[config.mk]
export PLATFORM = sky130hd
export DESIGN_NAME = mdg_gpio
export DESIGN_NICKNAME = d
export VERILOG_FILES = /design/src/include/mdg_pkg.sv /design/src/design/mdg_gpio.sv
export SDC_FILE = /design/constraint.sdc
export NUM_CORES = 2
export LEC_CHECK = 0
export BUFFER_PORTS_ARGS = -buffer_cell sky130_fd_sc_hd__buf_2
export CAP_MARGIN = 20
export CORE_MARGIN = 3
export CORE_UTILIZATION = 60
export CTS_CLUSTER_SIZE = 40
export DETAILED_ROUTE_END_ITERATION = 16
export PLACE_DENSITY_LB_ADDON = 0.05
export SKIP_CTS_REPAIR_TIMING = 1
export SLEW_MARGIN = 10
export SYNTH_ARGS = -nofsm -noshare
export SYNTH_HDL_FRONTEND = slang
export SYNTH_SLANG_ARGS = --single-unit
[constraint.sdc]
create_clock -name hclk -period 7.8 [get_ports hclk]
set_clock_uncertainty 0.1 [all_clocks]
set_input_delay 0.78 -clock hclk [delete_from_list [all_inputs] [get_ports hclk]]
set_output_delay 0.78 -clock hclk [all_outputs]
set_load 0.005 [all_outputs]
[src/include/mdg_pkg.sv]
package mdg_pkg;

    // ------------------------------------------------------------------
    // Pin layout: low-power port, peripheral port, fast port
    // ------------------------------------------------------------------
    localparam int          N_PINS       = 31;
    localparam int          P1_FIRST     = 5;
    localparam int          P2_FIRST     = 20;
    localparam logic [30:0] FAST_MASK    = 31'h7ff00000;
    localparam logic [30:0] SENSE_MASK   = 31'h000fffff;
    localparam logic [30:0] ANALOG_MASK  = 31'h000b0e60;
    localparam logic [30:0] SPECIAL_MASK = 31'h000021e0;
    localparam logic [30:0] XTAL_MASK    = 31'h00000060;
    localparam logic [30:0] ANT_MASK     = 31'h00000180;
    localparam logic [30:0] REF_MASK     = 31'h00002000;

    // ------------------------------------------------------------------
    // Register offsets
    // ------------------------------------------------------------------
    localparam logic [11:0] CFG_BASE   = 12'h000;
    localparam logic [11:0] OUT_OFS    = 12'h080;
    localparam logic [11:0] OUTSET_OFS = 12'h084;
    localparam logic [11:0] OUTCLR_OFS = 12'h088;
    localparam logic [11:0] IN_OFS     = 12'h08c;
    localparam logic [11:0] EVT_OFS    = 12'h090;
    localparam logic [11:0] EVTCLR_OFS = 12'h094;
    localparam logic [11:0] INTEN_OFS  = 12'h098;
    localparam logic [11:0] TASK_OFS   = 12'h09c;

    // ------------------------------------------------------------------
    // Pin configuration word fields
    // ------------------------------------------------------------------
    localparam int CFG_DIR   = 0;
    localparam int CFG_DISC  = 1;
    localparam int CFG_PULL  = 2;
    localparam int CFG_OD    = 4;
    localparam int CFG_HD    = 5;
    localparam int CFG_SENSE = 8;
    localparam int CFG_TASK  = 12;
    localparam int CFG_FUNC  = 16;

    localparam logic [2:0] FUNC_GPIO    = 3'h0;
    localparam logic [2:0] FUNC_PERIPH  = 3'h1;
    localparam logic [2:0] FUNC_XDOM    = 3'h2;
    localparam logic [2:0] FUNC_ANALOG  = 3'h3;
    localparam logic [2:0] FUNC_SPECIAL = 3'h4;

    localparam logic [1:0] PULL_DOWN = 2'h1;
    localparam logic [1:0] PULL_UP   = 2'h3;
    localparam logic [1:0] TASK_SET  = 2'h1;
    localparam logic [1:0] TASK_CLR  = 2'h2;
    localparam logic [1:0] TASK_TGL  = 2'h3;

    typedef struct packed {
        logic [2:0] func;
        logic [1:0] task_mode;
        logic [1:0] sense;
        logic       hd;
        logic       od;
        logic [1:0] pull;
        logic       disc;
        logic       dir;
    } mdg_cfg_s;

    localparam mdg_cfg_s CFG_RESET     = '{func: FUNC_GPIO, disc: 1'b1, default: '0};
    localparam mdg_cfg_s CFG_ANT_RESET = '{func: FUNC_SPECIAL, disc: 1'b1, default: '0};

    typedef struct packed {
        logic [30:0] o;
        logic [30:0] oe;
        logic [30:0] ie;
        logic [30:0] pu;
        logic [30:0] pd;
        logic [30:0] hd;
    } mdg_pad_s;

endpackage : mdg_pkg

[src/design/mdg_gpio.sv]
// Contract
// - After reset all pins but the two antenna pins are plain I/O with no function attached.
// - Analog function selection is refused on the 23 non-analog pins.
// - Low-power port has wake, edge sense and task/event hooks.
// - Peripheral port has wake, edge sense and task/event hooks.
// - Fast port has no wake, no sense and no task/event hooks.
// - High-drive mode exists only on fast port pins.
// - Crystal pins reset as I/O, connect to crystal only when configured.
// - Antenna pins reset to antenna function, become I/O only when configured.
// - Reference pin resets as I/O, feeds converter reference only when configured.
// - Output pins select push-pull or open-drain; open-drain only pulls low.
// - Input pins select no pull, pull-up or pull-down.
// - Input edges detected as configured raise an event, and an interrupt where enabled in the interrupt enable register.
// - Disconnected pin has input and output buffers both off.
// - Pins set, clear or toggle on events without processor action.
// - Peripheral signals reach only pins of their own domain, except cross-domain functions on fast port pins.
// - Only fast port shared pins may take cross-domain serial functions.
`timescale 1ns/1ps
`default_nettype none
module mdg_gpio #(
    parameter int N_PINS = mdg_pkg::N_PINS
) (
    input  wire logic              hclk,
    input  wire logic              hresetn,
    input  wire logic              hsel,
    input  wire logic [31:0]       haddr,
    input  wire logic [1:0]        htrans,
    input  wire logic              hwrite,
    input  wire logic [2:0]        hsize,
    input  wire logic [31:0]       hwdata,
    input  wire logic              hready,
    output logic                   hreadyout,
    output logic [31:0]            hrdata,
    output logic                   hresp,
    input  wire logic [30:0]       pin_i,
    output mdg_pkg::mdg_pad_s      pad,
    input  wire logic [30:0]       periph_own_o,
    input  wire logic [30:0]       periph_own_oe,
    input  wire logic [30:0]       periph_xdom_o,
    input  wire logic [30:0]       periph_xdom_oe,
    input  wire logic [30:0]       task_trig,
    output logic [30:0]            periph_in,
    output logic [30:0]            pin_event,
    output logic [30:0]            analog_connect,
    output logic                   lf_xtal_connect,
    output logic                   antenna_connect,
    output logic                   converter_ref_connect,
    output logic                   wake_req,
    output logic                   irq
);

    if (N_PINS != 31) begin : g_bad_pins
        $error("mdg_gpio: pin map is fixed at 31 pins");
    end

    // ------------------------------------------------------------------
    // State
    // ------------------------------------------------------------------
    typedef struct packed {
        mdg_pkg::mdg_cfg_s [30:0] cfg;
        logic [30:0]              outv;
        logic [30:0]              sync1;
        logic [30:0]              sync2;
        logic [30:0]              prev;
        logic [30:0]              evt;
        logic [30:0]              inten;
        mdg_pkg::mdg_pad_s        pad;
        logic [30:0]              periph_in;
        logic [30:0]              pin_event;
        logic [30:0]              analog;
        logic                     xtal;
        logic                     ant;
        logic                     vref;
        logic                     wake;
        logic                     irq;
        logic                     rd_pend;
        logic                     wr_pend;
        logic [11:0]              ap_addr;
        logic [31:0]              hrdata;
        logic                     hreadyout;
        logic                     hresp;
    } mdg_state_s;

    mdg_state_s st;
    mdg_state_s next_st;

    // ------------------------------------------------------------------
    // Helpers
    // ------------------------------------------------------------------
    function automatic logic [31:0] cfg_to_word(input mdg_pkg::mdg_cfg_s c);
        logic [31:0] w;
        w = '0;
        w[mdg_pkg::CFG_DIR]                  = c.dir;
        w[mdg_pkg::CFG_DISC]                 = c.disc;
        w[mdg_pkg::CFG_PULL +: 2]            = c.pull;
        w[mdg_pkg::CFG_OD]                   = c.od;
        w[mdg_pkg::CFG_HD]                   = c.hd;
        w[mdg_pkg::CFG_SENSE +: 2]           = c.sense;
        w[mdg_pkg::CFG_TASK +: 2]            = c.task_mode;
        w[mdg_pkg::CFG_FUNC +: 3]            = c.func;
        return w;
    endfunction : cfg_to_word

    // Illegal field values are dropped so the pin keeps a legal setting
    function automatic mdg_pkg::mdg_cfg_s cfg_fix(input logic [4:0] idx, input logic [31:0] w,
                                                  input mdg_pkg::mdg_cfg_s old);
        mdg_pkg::mdg_cfg_s c;
        logic              fast;
        logic [2:0]        f;
        fast        = mdg_pkg::FAST_MASK[idx];
        f           = w[mdg_pkg::CFG_FUNC +: 3];
        c.dir       = w[mdg_pkg::CFG_DIR];
        c.disc      = w[mdg_pkg::CFG_DISC];
        c.pull      = w[mdg_pkg::CFG_PULL +: 2];
        c.od        = w[mdg_pkg::CFG_OD];
        c.hd        = w[mdg_pkg::CFG_HD] & fast;
        c.sense     = fast ? 2'h0 : w[mdg_pkg::CFG_SENSE +: 2];
        c.task_mode = fast ? 2'h0 : w[mdg_pkg::CFG_TASK +: 2];
        c.func      = f;
        if (f == mdg_pkg::FUNC_ANALOG && !mdg_pkg::ANALOG_MASK[idx]) begin
            c.func = old.func;
        end else if (f == mdg_pkg::FUNC_SPECIAL && !mdg_pkg::SPECIAL_MASK[idx]) begin
            c.func = old.func;
        end else if (f == mdg_pkg::FUNC_XDOM && !fast) begin
            c.func = old.func;
        end else if (f > mdg_pkg::FUNC_SPECIAL) begin
            c.func = old.func;
        end
        return c;
    endfunction : cfg_fix

    // ------------------------------------------------------------------
    // Per-pin pad logic
    // ------------------------------------------------------------------
    mdg_pkg::mdg_pad_s pad_c;
    logic [30:0]       edge_hit;
    logic [30:0]       set_m;
    logic [30:0]       clr_m;
    logic [30:0]       tgl_m;
    logic [30:0]       func_analog_m;
    logic [30:0]       func_xdom_m;
    logic [30:0]       func_special_m;
    logic [30:0]       func_own_m;
    logic [30:0]       disc_m;
    logic [30:0]       od_out_m;

    for (genvar i = 0; i < 31; i++) begin : g_pin
        mdg_pkg::mdg_cfg_s c;
        logic              gpio_f;
        logic              per_f;
        logic              src_o;
        logic              src_oe;
        assign c      = st.cfg[i];
        assign gpio_f = (c.func == mdg_pkg::FUNC_GPIO);
        // Peripherals only reach pins of their own domain; cross routes are fast-port only
        assign per_f  = (c.func == mdg_pkg::FUNC_PERIPH) || (c.func == mdg_pkg::FUNC_XDOM);
        assign src_o  = gpio_f ? st.outv[i] :
                        (c.func == mdg_pkg::FUNC_XDOM) ? periph_xdom_o[i] : periph_own_o[i];
        assign src_oe = gpio_f ? c.dir :
                        (c.func == mdg_pkg::FUNC_XDOM) ? periph_xdom_oe[i] : periph_own_oe[i];
        // Open drain never drives high: it releases instead
        assign pad_c.o[i]  = src_o & ~c.od;
        assign pad_c.oe[i] = (gpio_f | per_f) & ~c.disc & src_oe & ~(c.od & src_o);
        assign pad_c.ie[i] = (gpio_f | per_f) & ~c.disc;
        assign pad_c.pu[i] = pad_c.ie[i] & (c.pull == mdg_pkg::PULL_UP);
        assign pad_c.pd[i] = pad_c.ie[i] & (c.pull == mdg_pkg::PULL_DOWN);
        assign pad_c.hd[i] = c.hd & pad_c.oe[i];
        assign edge_hit[i] = mdg_pkg::SENSE_MASK[i] & gpio_f & ~c.disc &
                             ((c.sense[0] & st.sync2[i] & ~st.prev[i]) |
                              (c.sense[1] & ~st.sync2[i] & st.prev[i]));
        assign set_m[i]          = (c.task_mode == mdg_pkg::TASK_SET);
        assign clr_m[i]          = (c.task_mode == mdg_pkg::TASK_CLR);
        assign tgl_m[i]          = (c.task_mode == mdg_pkg::TASK_TGL);
        assign func_analog_m[i]  = (c.func == mdg_pkg::FUNC_ANALOG);
        assign func_xdom_m[i]    = (c.func == mdg_pkg::FUNC_XDOM);
        assign func_special_m[i] = (c.func == mdg_pkg::FUNC_SPECIAL);
        assign func_own_m[i]     = (c.func == mdg_pkg::FUNC_PERIPH);
        assign disc_m[i]         = c.disc;
        assign od_out_m[i]       = c.od;
    end

    // ------------------------------------------------------------------
    // Next state
    // ------------------------------------------------------------------
    logic        take;
    logic [4:0]  wr_idx;
    logic [31:0] rdw;
    logic [30:0] sw_task;
    logic [30:0] evt_clr;
    logic [30:0] trig;

    always_comb begin
        next_st = st;
        take    = hsel & hready & htrans[1];
        wr_idx  = st.ap_addr[6:2];
        sw_task = '0;
        evt_clr = '0;
        rdw     = '0;

        next_st.sync1 = pin_i;
        next_st.sync2 = st.sync1;
        next_st.prev  = st.sync2;

        // Writes complete with no wait; reads take one wait state so hrdata leaves a flop
        next_st.wr_pend = take & hwrite;
        if (take) begin
            next_st.ap_addr = haddr[11:0];
        end
        if (take & ~hwrite) begin
            next_st.rd_pend   = 1'b1;
            next_st.hreadyout = 1'b0;
        end
        if (st.rd_pend) begin
            if (st.ap_addr[11:7] == 5'h0 && st.ap_addr[6:2] != 5'h1f) begin
                rdw = cfg_to_word(st.cfg[st.ap_addr[6:2]]);
            end else if (st.ap_addr == mdg_pkg::OUT_OFS) begin
                rdw = {1'b0, st.outv};
            end else if (st.ap_addr == mdg_pkg::IN_OFS) begin
                rdw = {1'b0, st.sync2};
            end else if (st.ap_addr == mdg_pkg::EVT_OFS) begin
                rdw = {1'b0, st.evt};
            end else if (st.ap_addr == mdg_pkg::INTEN_OFS) begin
                rdw = {1'b0, st.inten};
            end
            next_st.hrdata    = rdw;
            next_st.hreadyout = 1'b1;
            next_st.rd_pend   = 1'b0;
        end

        if (st.wr_pend) begin
            if (st.ap_addr[11:7] == 5'h0 && wr_idx != 5'h1f) begin
                next_st.cfg[wr_idx] = cfg_fix(wr_idx, hwdata, st.cfg[wr_idx]);
            end else if (st.ap_addr == mdg_pkg::OUT_OFS) begin
                next_st.outv = hwdata[30:0];
            end else if (st.ap_addr == mdg_pkg::OUTSET_OFS) begin
                next_st.outv = st.outv | hwdata[30:0];
            end else if (st.ap_addr == mdg_pkg::OUTCLR_OFS) begin
                next_st.outv = st.outv & ~hwdata[30:0];
            end else if (st.ap_addr == mdg_pkg::EVTCLR_OFS) begin
                evt_clr = hwdata[30:0];
            end else if (st.ap_addr == mdg_pkg::INTEN_OFS) begin
                next_st.inten = hwdata[30:0];
            end else if (st.ap_addr == mdg_pkg::TASK_OFS) begin
                sw_task = hwdata[30:0];
            end
        end

        // Event-driven output changes; they win over a software write in the same cycle
        trig = (task_trig | sw_task) & mdg_pkg::SENSE_MASK;
        next_st.outv = (next_st.outv | (trig & set_m)) & ~(trig & clr_m);
        next_st.outv = next_st.outv ^ (trig & tgl_m);

        // A new edge wins over a clear arriving in the same cycle
        next_st.evt       = (st.evt & ~evt_clr) | edge_hit;
        next_st.pin_event = edge_hit;
        next_st.irq       = |(next_st.evt & next_st.inten);
        next_st.wake      = |(next_st.evt & mdg_pkg::SENSE_MASK);

        next_st.pad       = pad_c;
        next_st.periph_in = st.sync2 & pad_c.ie;
        next_st.analog    = func_analog_m & mdg_pkg::ANALOG_MASK;
        next_st.xtal      = &(~(func_special_m ^ mdg_pkg::XTAL_MASK) | ~mdg_pkg::XTAL_MASK);
        next_st.ant       = &(~(func_special_m ^ mdg_pkg::ANT_MASK) | ~mdg_pkg::ANT_MASK);
        next_st.vref      = |(func_special_m & mdg_pkg::REF_MASK);
        next_st.hresp     = 1'b0;
    end

    // ------------------------------------------------------------------
    // Registers
    // ------------------------------------------------------------------
    always_ff @(posedge hclk or negedge hresetn) begin
        if (!hresetn) begin
            st           <= '0;
            st.hreadyout <= 1'b1;
            for (int i = 0; i < 31; i++) begin
                st.cfg[i] <= mdg_pkg::ANT_MASK[i] ? mdg_pkg::CFG_ANT_RESET : mdg_pkg::CFG_RESET;
            end
            st.ant <= 1'b1;
        end else begin
            st <= next_st;
        end
    end

    assign hreadyout             = st.hreadyout;
    assign hrdata                = st.hrdata;
    assign hresp                 = st.hresp;
    assign pad                   = st.pad;
    assign periph_in             = st.periph_in;
    assign pin_event             = st.pin_event;
    assign analog_connect        = st.analog;
    assign lf_xtal_connect       = st.xtal;
    assign antenna_connect       = st.ant;
    assign converter_ref_connect = st.vref;
    assign wake_req              = st.wake;
    assign irq                   = st.irq;

    // ------------------------------------------------------------------
    // Checks
    // ------------------------------------------------------------------
    AST_ANALOG_ONLY: assert property (@(posedge hclk) disable iff (!hresetn)
        (func_analog_m & ~mdg_pkg::ANALOG_MASK) == 31'h0)
        else $error("analog function on a non-analog pin");

    AST_FAST_NO_SENSE: assert property (@(posedge hclk) disable iff (!hresetn)
        ((st.evt | st.pin_event) & mdg_pkg::FAST_MASK) == 31'h0)
        else $error("fast port raised an event");

    AST_HD_FAST_ONLY: assert property (@(posedge hclk) disable iff (!hresetn)
        (pad.hd & ~mdg_pkg::FAST_MASK) == 31'h0)
        else $error("high drive on a slow port pin");

    AST_DISC_OFF: assert property (@(posedge hclk) disable iff (!hresetn)
        disc_m != 31'h0 |=> ((pad.oe | pad.ie) & $past(disc_m)) == 31'h0)
        else $error("disconnected pin has a buffer on");

    AST_OD_NO_HIGH: assert property (@(posedge hclk) disable iff (!hresetn)
        od_out_m != 31'h0 |=> (pad.oe & pad.o & $past(od_out_m)) == 31'h0)
        else $error("open drain pin drove high");

    AST_PULL_EXCL: assert property (@(posedge hclk) disable iff (!hresetn)
        (pad.pu & pad.pd) == 31'h0)
        else $error("pull-up and pull-down together");

    AST_IRQ_FOLLOWS: assert property (@(posedge hclk) disable iff (!hresetn)
        edge_hit != 31'h0 && (edge_hit & st.inten) != 31'h0 |=> irq && st.evt != 31'h0)
        else $error("enabled edge did not raise interrupt");

    AST_XDOM_FAST: assert property (@(posedge hclk) disable iff (!hresetn)
        (func_xdom_m & ~mdg_pkg::FAST_MASK) == 31'h0)
        else $error("cross-domain function off the fast port");

    AST_SPECIAL_PINS: assert property (@(posedge hclk) disable iff (!hresetn)
        (func_special_m & ~mdg_pkg::SPECIAL_MASK) == 31'h0 ##1 lf_xtal_connect == $past(&func_special_m[6:5]))
        else $error("crystal connect does not follow config");

    AST_WAKE_SLOW: assert property (@(posedge hclk) disable iff (!hresetn)
        wake_req |-> (st.evt & mdg_pkg::SENSE_MASK) != 31'h0)
        else $error("wake without a pending slow-port event");

    AST_TASK_SET: assert property (@(posedge hclk) disable iff (!hresetn)
        (task_trig & set_m & mdg_pkg::SENSE_MASK) != 31'h0 |=>
        (st.outv & $past(task_trig & set_m & mdg_pkg::SENSE_MASK)) == $past(task_trig & set_m & mdg_pkg::SENSE_MASK))
        else $error("set task did not raise output");

    AST_READ_WAIT: assert property (@(posedge hclk) disable iff (!hresetn)
        hsel && hready && htrans[1] && !hwrite |=> !hreadyout ##1 hreadyout)
        else $error("read wait state wrong");

    // Antenna and reference connects follow the config one cycle late
    AST_ANT_FOLLOWS: assert property (@(posedge hclk) disable iff (!hresetn)
        1'b1 |=> antenna_connect == $past(&func_special_m[8:7]))
        else $error("antenna connect does not follow config");

    AST_REF_FOLLOWS: assert property (@(posedge hclk) disable iff (!hresetn)
        1'b1 |=> converter_ref_connect == $past(func_special_m[13]))
        else $error("reference connect does not follow config");

    AST_TASK_CLR: assert property (@(posedge hclk) disable iff (!hresetn)
        (trig & clr_m) != 31'h0 |=>
        (st.outv & $past(trig & clr_m)) == 31'h0)
        else $error("clear task did not lower output");

    AST_IN_GATED: assert property (@(posedge hclk) disable iff (!hresetn)
        (periph_in & ~pad.ie) == 31'h0)
        else $error("input passed a closed buffer");

    AST_HRESP_OKAY: assert property (@(posedge hclk) disable iff (!hresetn)
        hresp == 1'b0)
        else $error("bus response not okay");

endmodule : mdg_gpio
`default_nettype wire

==> results_dict.tcl <==
set metrics [dict create \
    status "complete, no violations" \
    rsz0062_at_grt "false" \
    root_buffer "clkbuf_16" \
    drcViolationCount 0 \
    dpl.hpwl_um 88560 \
    syn_inst 3607 \
    ys_seq_area_share_pct 55.78 \
    ys_types 70 \
    grt_use_total_pct 35.62 \
    critPathMaxStageDelay_ns 1.00 \
    multi_input_area_sq_um 14240 \
    drtIter0Drc 3149 \
    cts_tree "done" \
    first_global_vias 28350 \
    ys_ff_latch 874 \
    max_freq_ghz 0.2066 \
    cts_sinks 874 \
    vias 28610 \
    seq_area_sq_um 21920 \
    irDropWorstVdd_mv 0.1898 \
    syn_to_final_growth_pct 10.10 \
    fp.coreArea_sq_um 64580 \
    wl_per_cell_um 25.98 \
    first_pass_iters 6 \
    n_fill_cell 5020 \
    worst_pin_slew_ns 1.195 \
    cp.arrival_ns 5.23 \
    crit_path_cell_trace "buf_4 > mux4_4 > mux4_2 > mux2i_1 > nand2b_1 > o21a_4 > a21oi_1" \
    finalSetupTns_ns 0 \
    drive_gt1_share_pct 24.62 \
    yosysWarnings 0 \
    rr_worst_depth 7 \
    final_cells 4718 \
    setup-violations-final 0 \
    crit_slowest_cell "dfrtp_4" \
    path_buf_inv 1 \
    overflow 0 \
    rows 93 \
    clk_latency_ns 0.65 \
    fin_crit_ns 4.841 \
    cts_buffers 89 \
    cp.required_ns 8.19 \
    cp_top_family "multiplexers" \
    cap_violations 0 \
    antenna_found_initial 11 \
    critPathKind "flip-flop to flip-flop" \
    place_inst 4543 \
    synth_edf_count 0 \
    startpoint "st[37]" \
    synth_top_cell_by_area "dfrtp_1" \
    grt_max_degree 171 \
    max-slew-margin-rel_pct 19.67 \
    grt_pass1_wl_um 180100 \
    die_height_um 261.9 \
    hp-class "input pin to asynchronous set/reset pin" \
    endpoint "g_pin[11].c[11]" \
    cp_max_fo 51 \
    routed_wl_um 122600 \
    ys_async_sr_fraction_pct 100.0 \
    start_util_pct 60.84 \
    ctsHtreeMaxLevel 3 \
    period_share_pct 62.06 \
    ys.flop_type "dfrtp_1" \
    synth_area_sq_um 39290 \
    die_w_um 261.9 \
    dieArea_sq_um 68590 \
    worstSetupStartpointType "flip-flop" \
    syn_avg_cell_area_sq_um 10.89 \
    ctsLongestPathBuffers 3 \
    crit_cells 7 \
    p_leak_nw 21.02 \
    netlist.area_leader.share_pct 53.44 \
    pwr_density_cell_nw_per_um2 235.8 \
    routabilityCongestion 0.9593 \
    io_pins 578 \
    final_nets 4047 \
    postRouteAntennaNets 0 \
    end_kind "flip-flop" \
    slew_violations 0 \
    port_buffers 505 \
    cts.clk_slew.worst_paths_ns 0.06 \
    r2r-end "g_pin[11].c[11]" \
    hold_viol 0 \
    vias_per_cell 6.063 \
    r2r_start "st[37]" \
    r2r_setup_slack_ns 2.96 \
    netlist_top_cells_area "dfrtp_1 53%, nand2_1 7.0%, buf_4 6.2%" \
]
## final cells by class
class	count	area share [%]
multi-input combinational	2254	32.92
timing repair buffer	544	6.730
tap	855	2.473
clock inverter	40	1.059
clock buffer	127	5.941
antenna	5	0.02892
inverter	19	0.1649
sequential	874	50.68
## metrics by stage
step                util, %  area [sq um]  setup slack [ns]  total power [mW]  hold slack [ns]
floorplan                 -         39420             4.067             5.439           0.2312
global placement      62.19         40160             3.158             5.852           0.2315
detailed placement    62.19         40160             3.090             5.876           0.2355
CTS                   66.88         43190             3.068             10.23          0.02594
global route          66.97         43250             2.782             10.52          0.05564
finish                66.98         43260             2.959             10.20          0.01503
## report_power, final
part           internal [mW]  switching, mW  leakage (nW)
clock network           2.57           1.81          1.49
logic                  0.358          0.622          9.29
registers               4.66          0.182          10.2
total                   7.59           2.61          21.0
## routing by layer
metal	wire (um)	global-route usage, %
met2	56470	54.96
met5	53	0
met3	12600	8.924
met4	5133	14.59
met1	48290	48.91
## how the worst min path moves through the flow
| stage | endpoint | cells after the start | start |
|---|---|---|---|
| 2_1_floorplan | next_st[394] | 0 | next_st[425] |
| 3_3_place_gp | next_st[399] | 0 | next_st[430] |
| 3_5_place_dp | next_st[416] | 0 | next_st[447] |
| 4_1_cts | g_pin[11].c[4] | 1 | hresetn |
| 5_1_grt | pad[102] | 1 | hresetn |
| 6_report | pad[102] | 1 | hresetn |
## logic make-up (layout without fill, tap and decap cells)
family                   Yosys count  in the layout  synth area share [%]
multiplexers                     299            299                 11.26
AO/OA/AOI/OAI                    608            608                 9.755
other                              1             41              0.009545
AND/OR/NAND/NOR                 1306           1306                 14.69
adder cells (fa/ha/maj)            5              5                0.1592
buffers and inverters            514            730                 8.353
flip-flops                       874            874                 55.78
## state kept, by name (all words and copies together) (netlist names), 8 cells and up
signal and flops:
hrdata 31, periph_in 31, next_st 62, pin_event 20, pad 186, st 127
g_pin.c 372, disc_m 31, analog_connect 8
## cell usage in the layout (no fill, tap or decap), types with 15 or more instances in the layout
cell / count
and2_1: 139
clkbuf_1: 18
nand2_1: 735
a21o_1: 21
nor2_1: 237
buf_4: 32
a22oi_1: 28
nand2b_1: 28
a21oi_1: 174
inv_1: 18
clkinv_2: 19
nand3_1: 15
nor2b_1: 55
o21a_1: 22
clkbuf_16: 89
o22ai_1: 18
and3_1: 49
conb_1: 36
dfstp_2: 35
mux2_2: 102
dfrtp_1: 835
buf_2: 504
a221oi_1: 15
o21ai_0: 166
mux2i_1: 94
mux4_2: 93
a211oi_1: 40
a31oi_1: 24
a222oi_1: 19
clkbuf_8: 20
nor4_1: 17
## cell usage after synthesis, types with 9 or more instances
master,n
dfstp_2,35
a22oi_1,28
a21oi_1,174
o311ai_0,11
mux2i_1,95
o22ai_1,18
buf_6,11
nand3_1,15
buf_2,34
a22o_1,11
nand2b_1,28
nor2b_1,55
a31oi_1,24
a21boi_0,11
a211oi_1,40
clkbuf_1,121
o21ai_0,166
a222oi_1,19
nor2_1,237
o22a_1,9
and3_1,50
a21o_1,21
and2_1,139
a32oi_1,10
dfrtp_1,839
inv_1,18
mux4_2,93
buf_4,324
nand2_1,735
mux2_2,102
nor4_1,19
o21a_1,22
a221oi_1,15
Power figures use the tool's default switching activity.
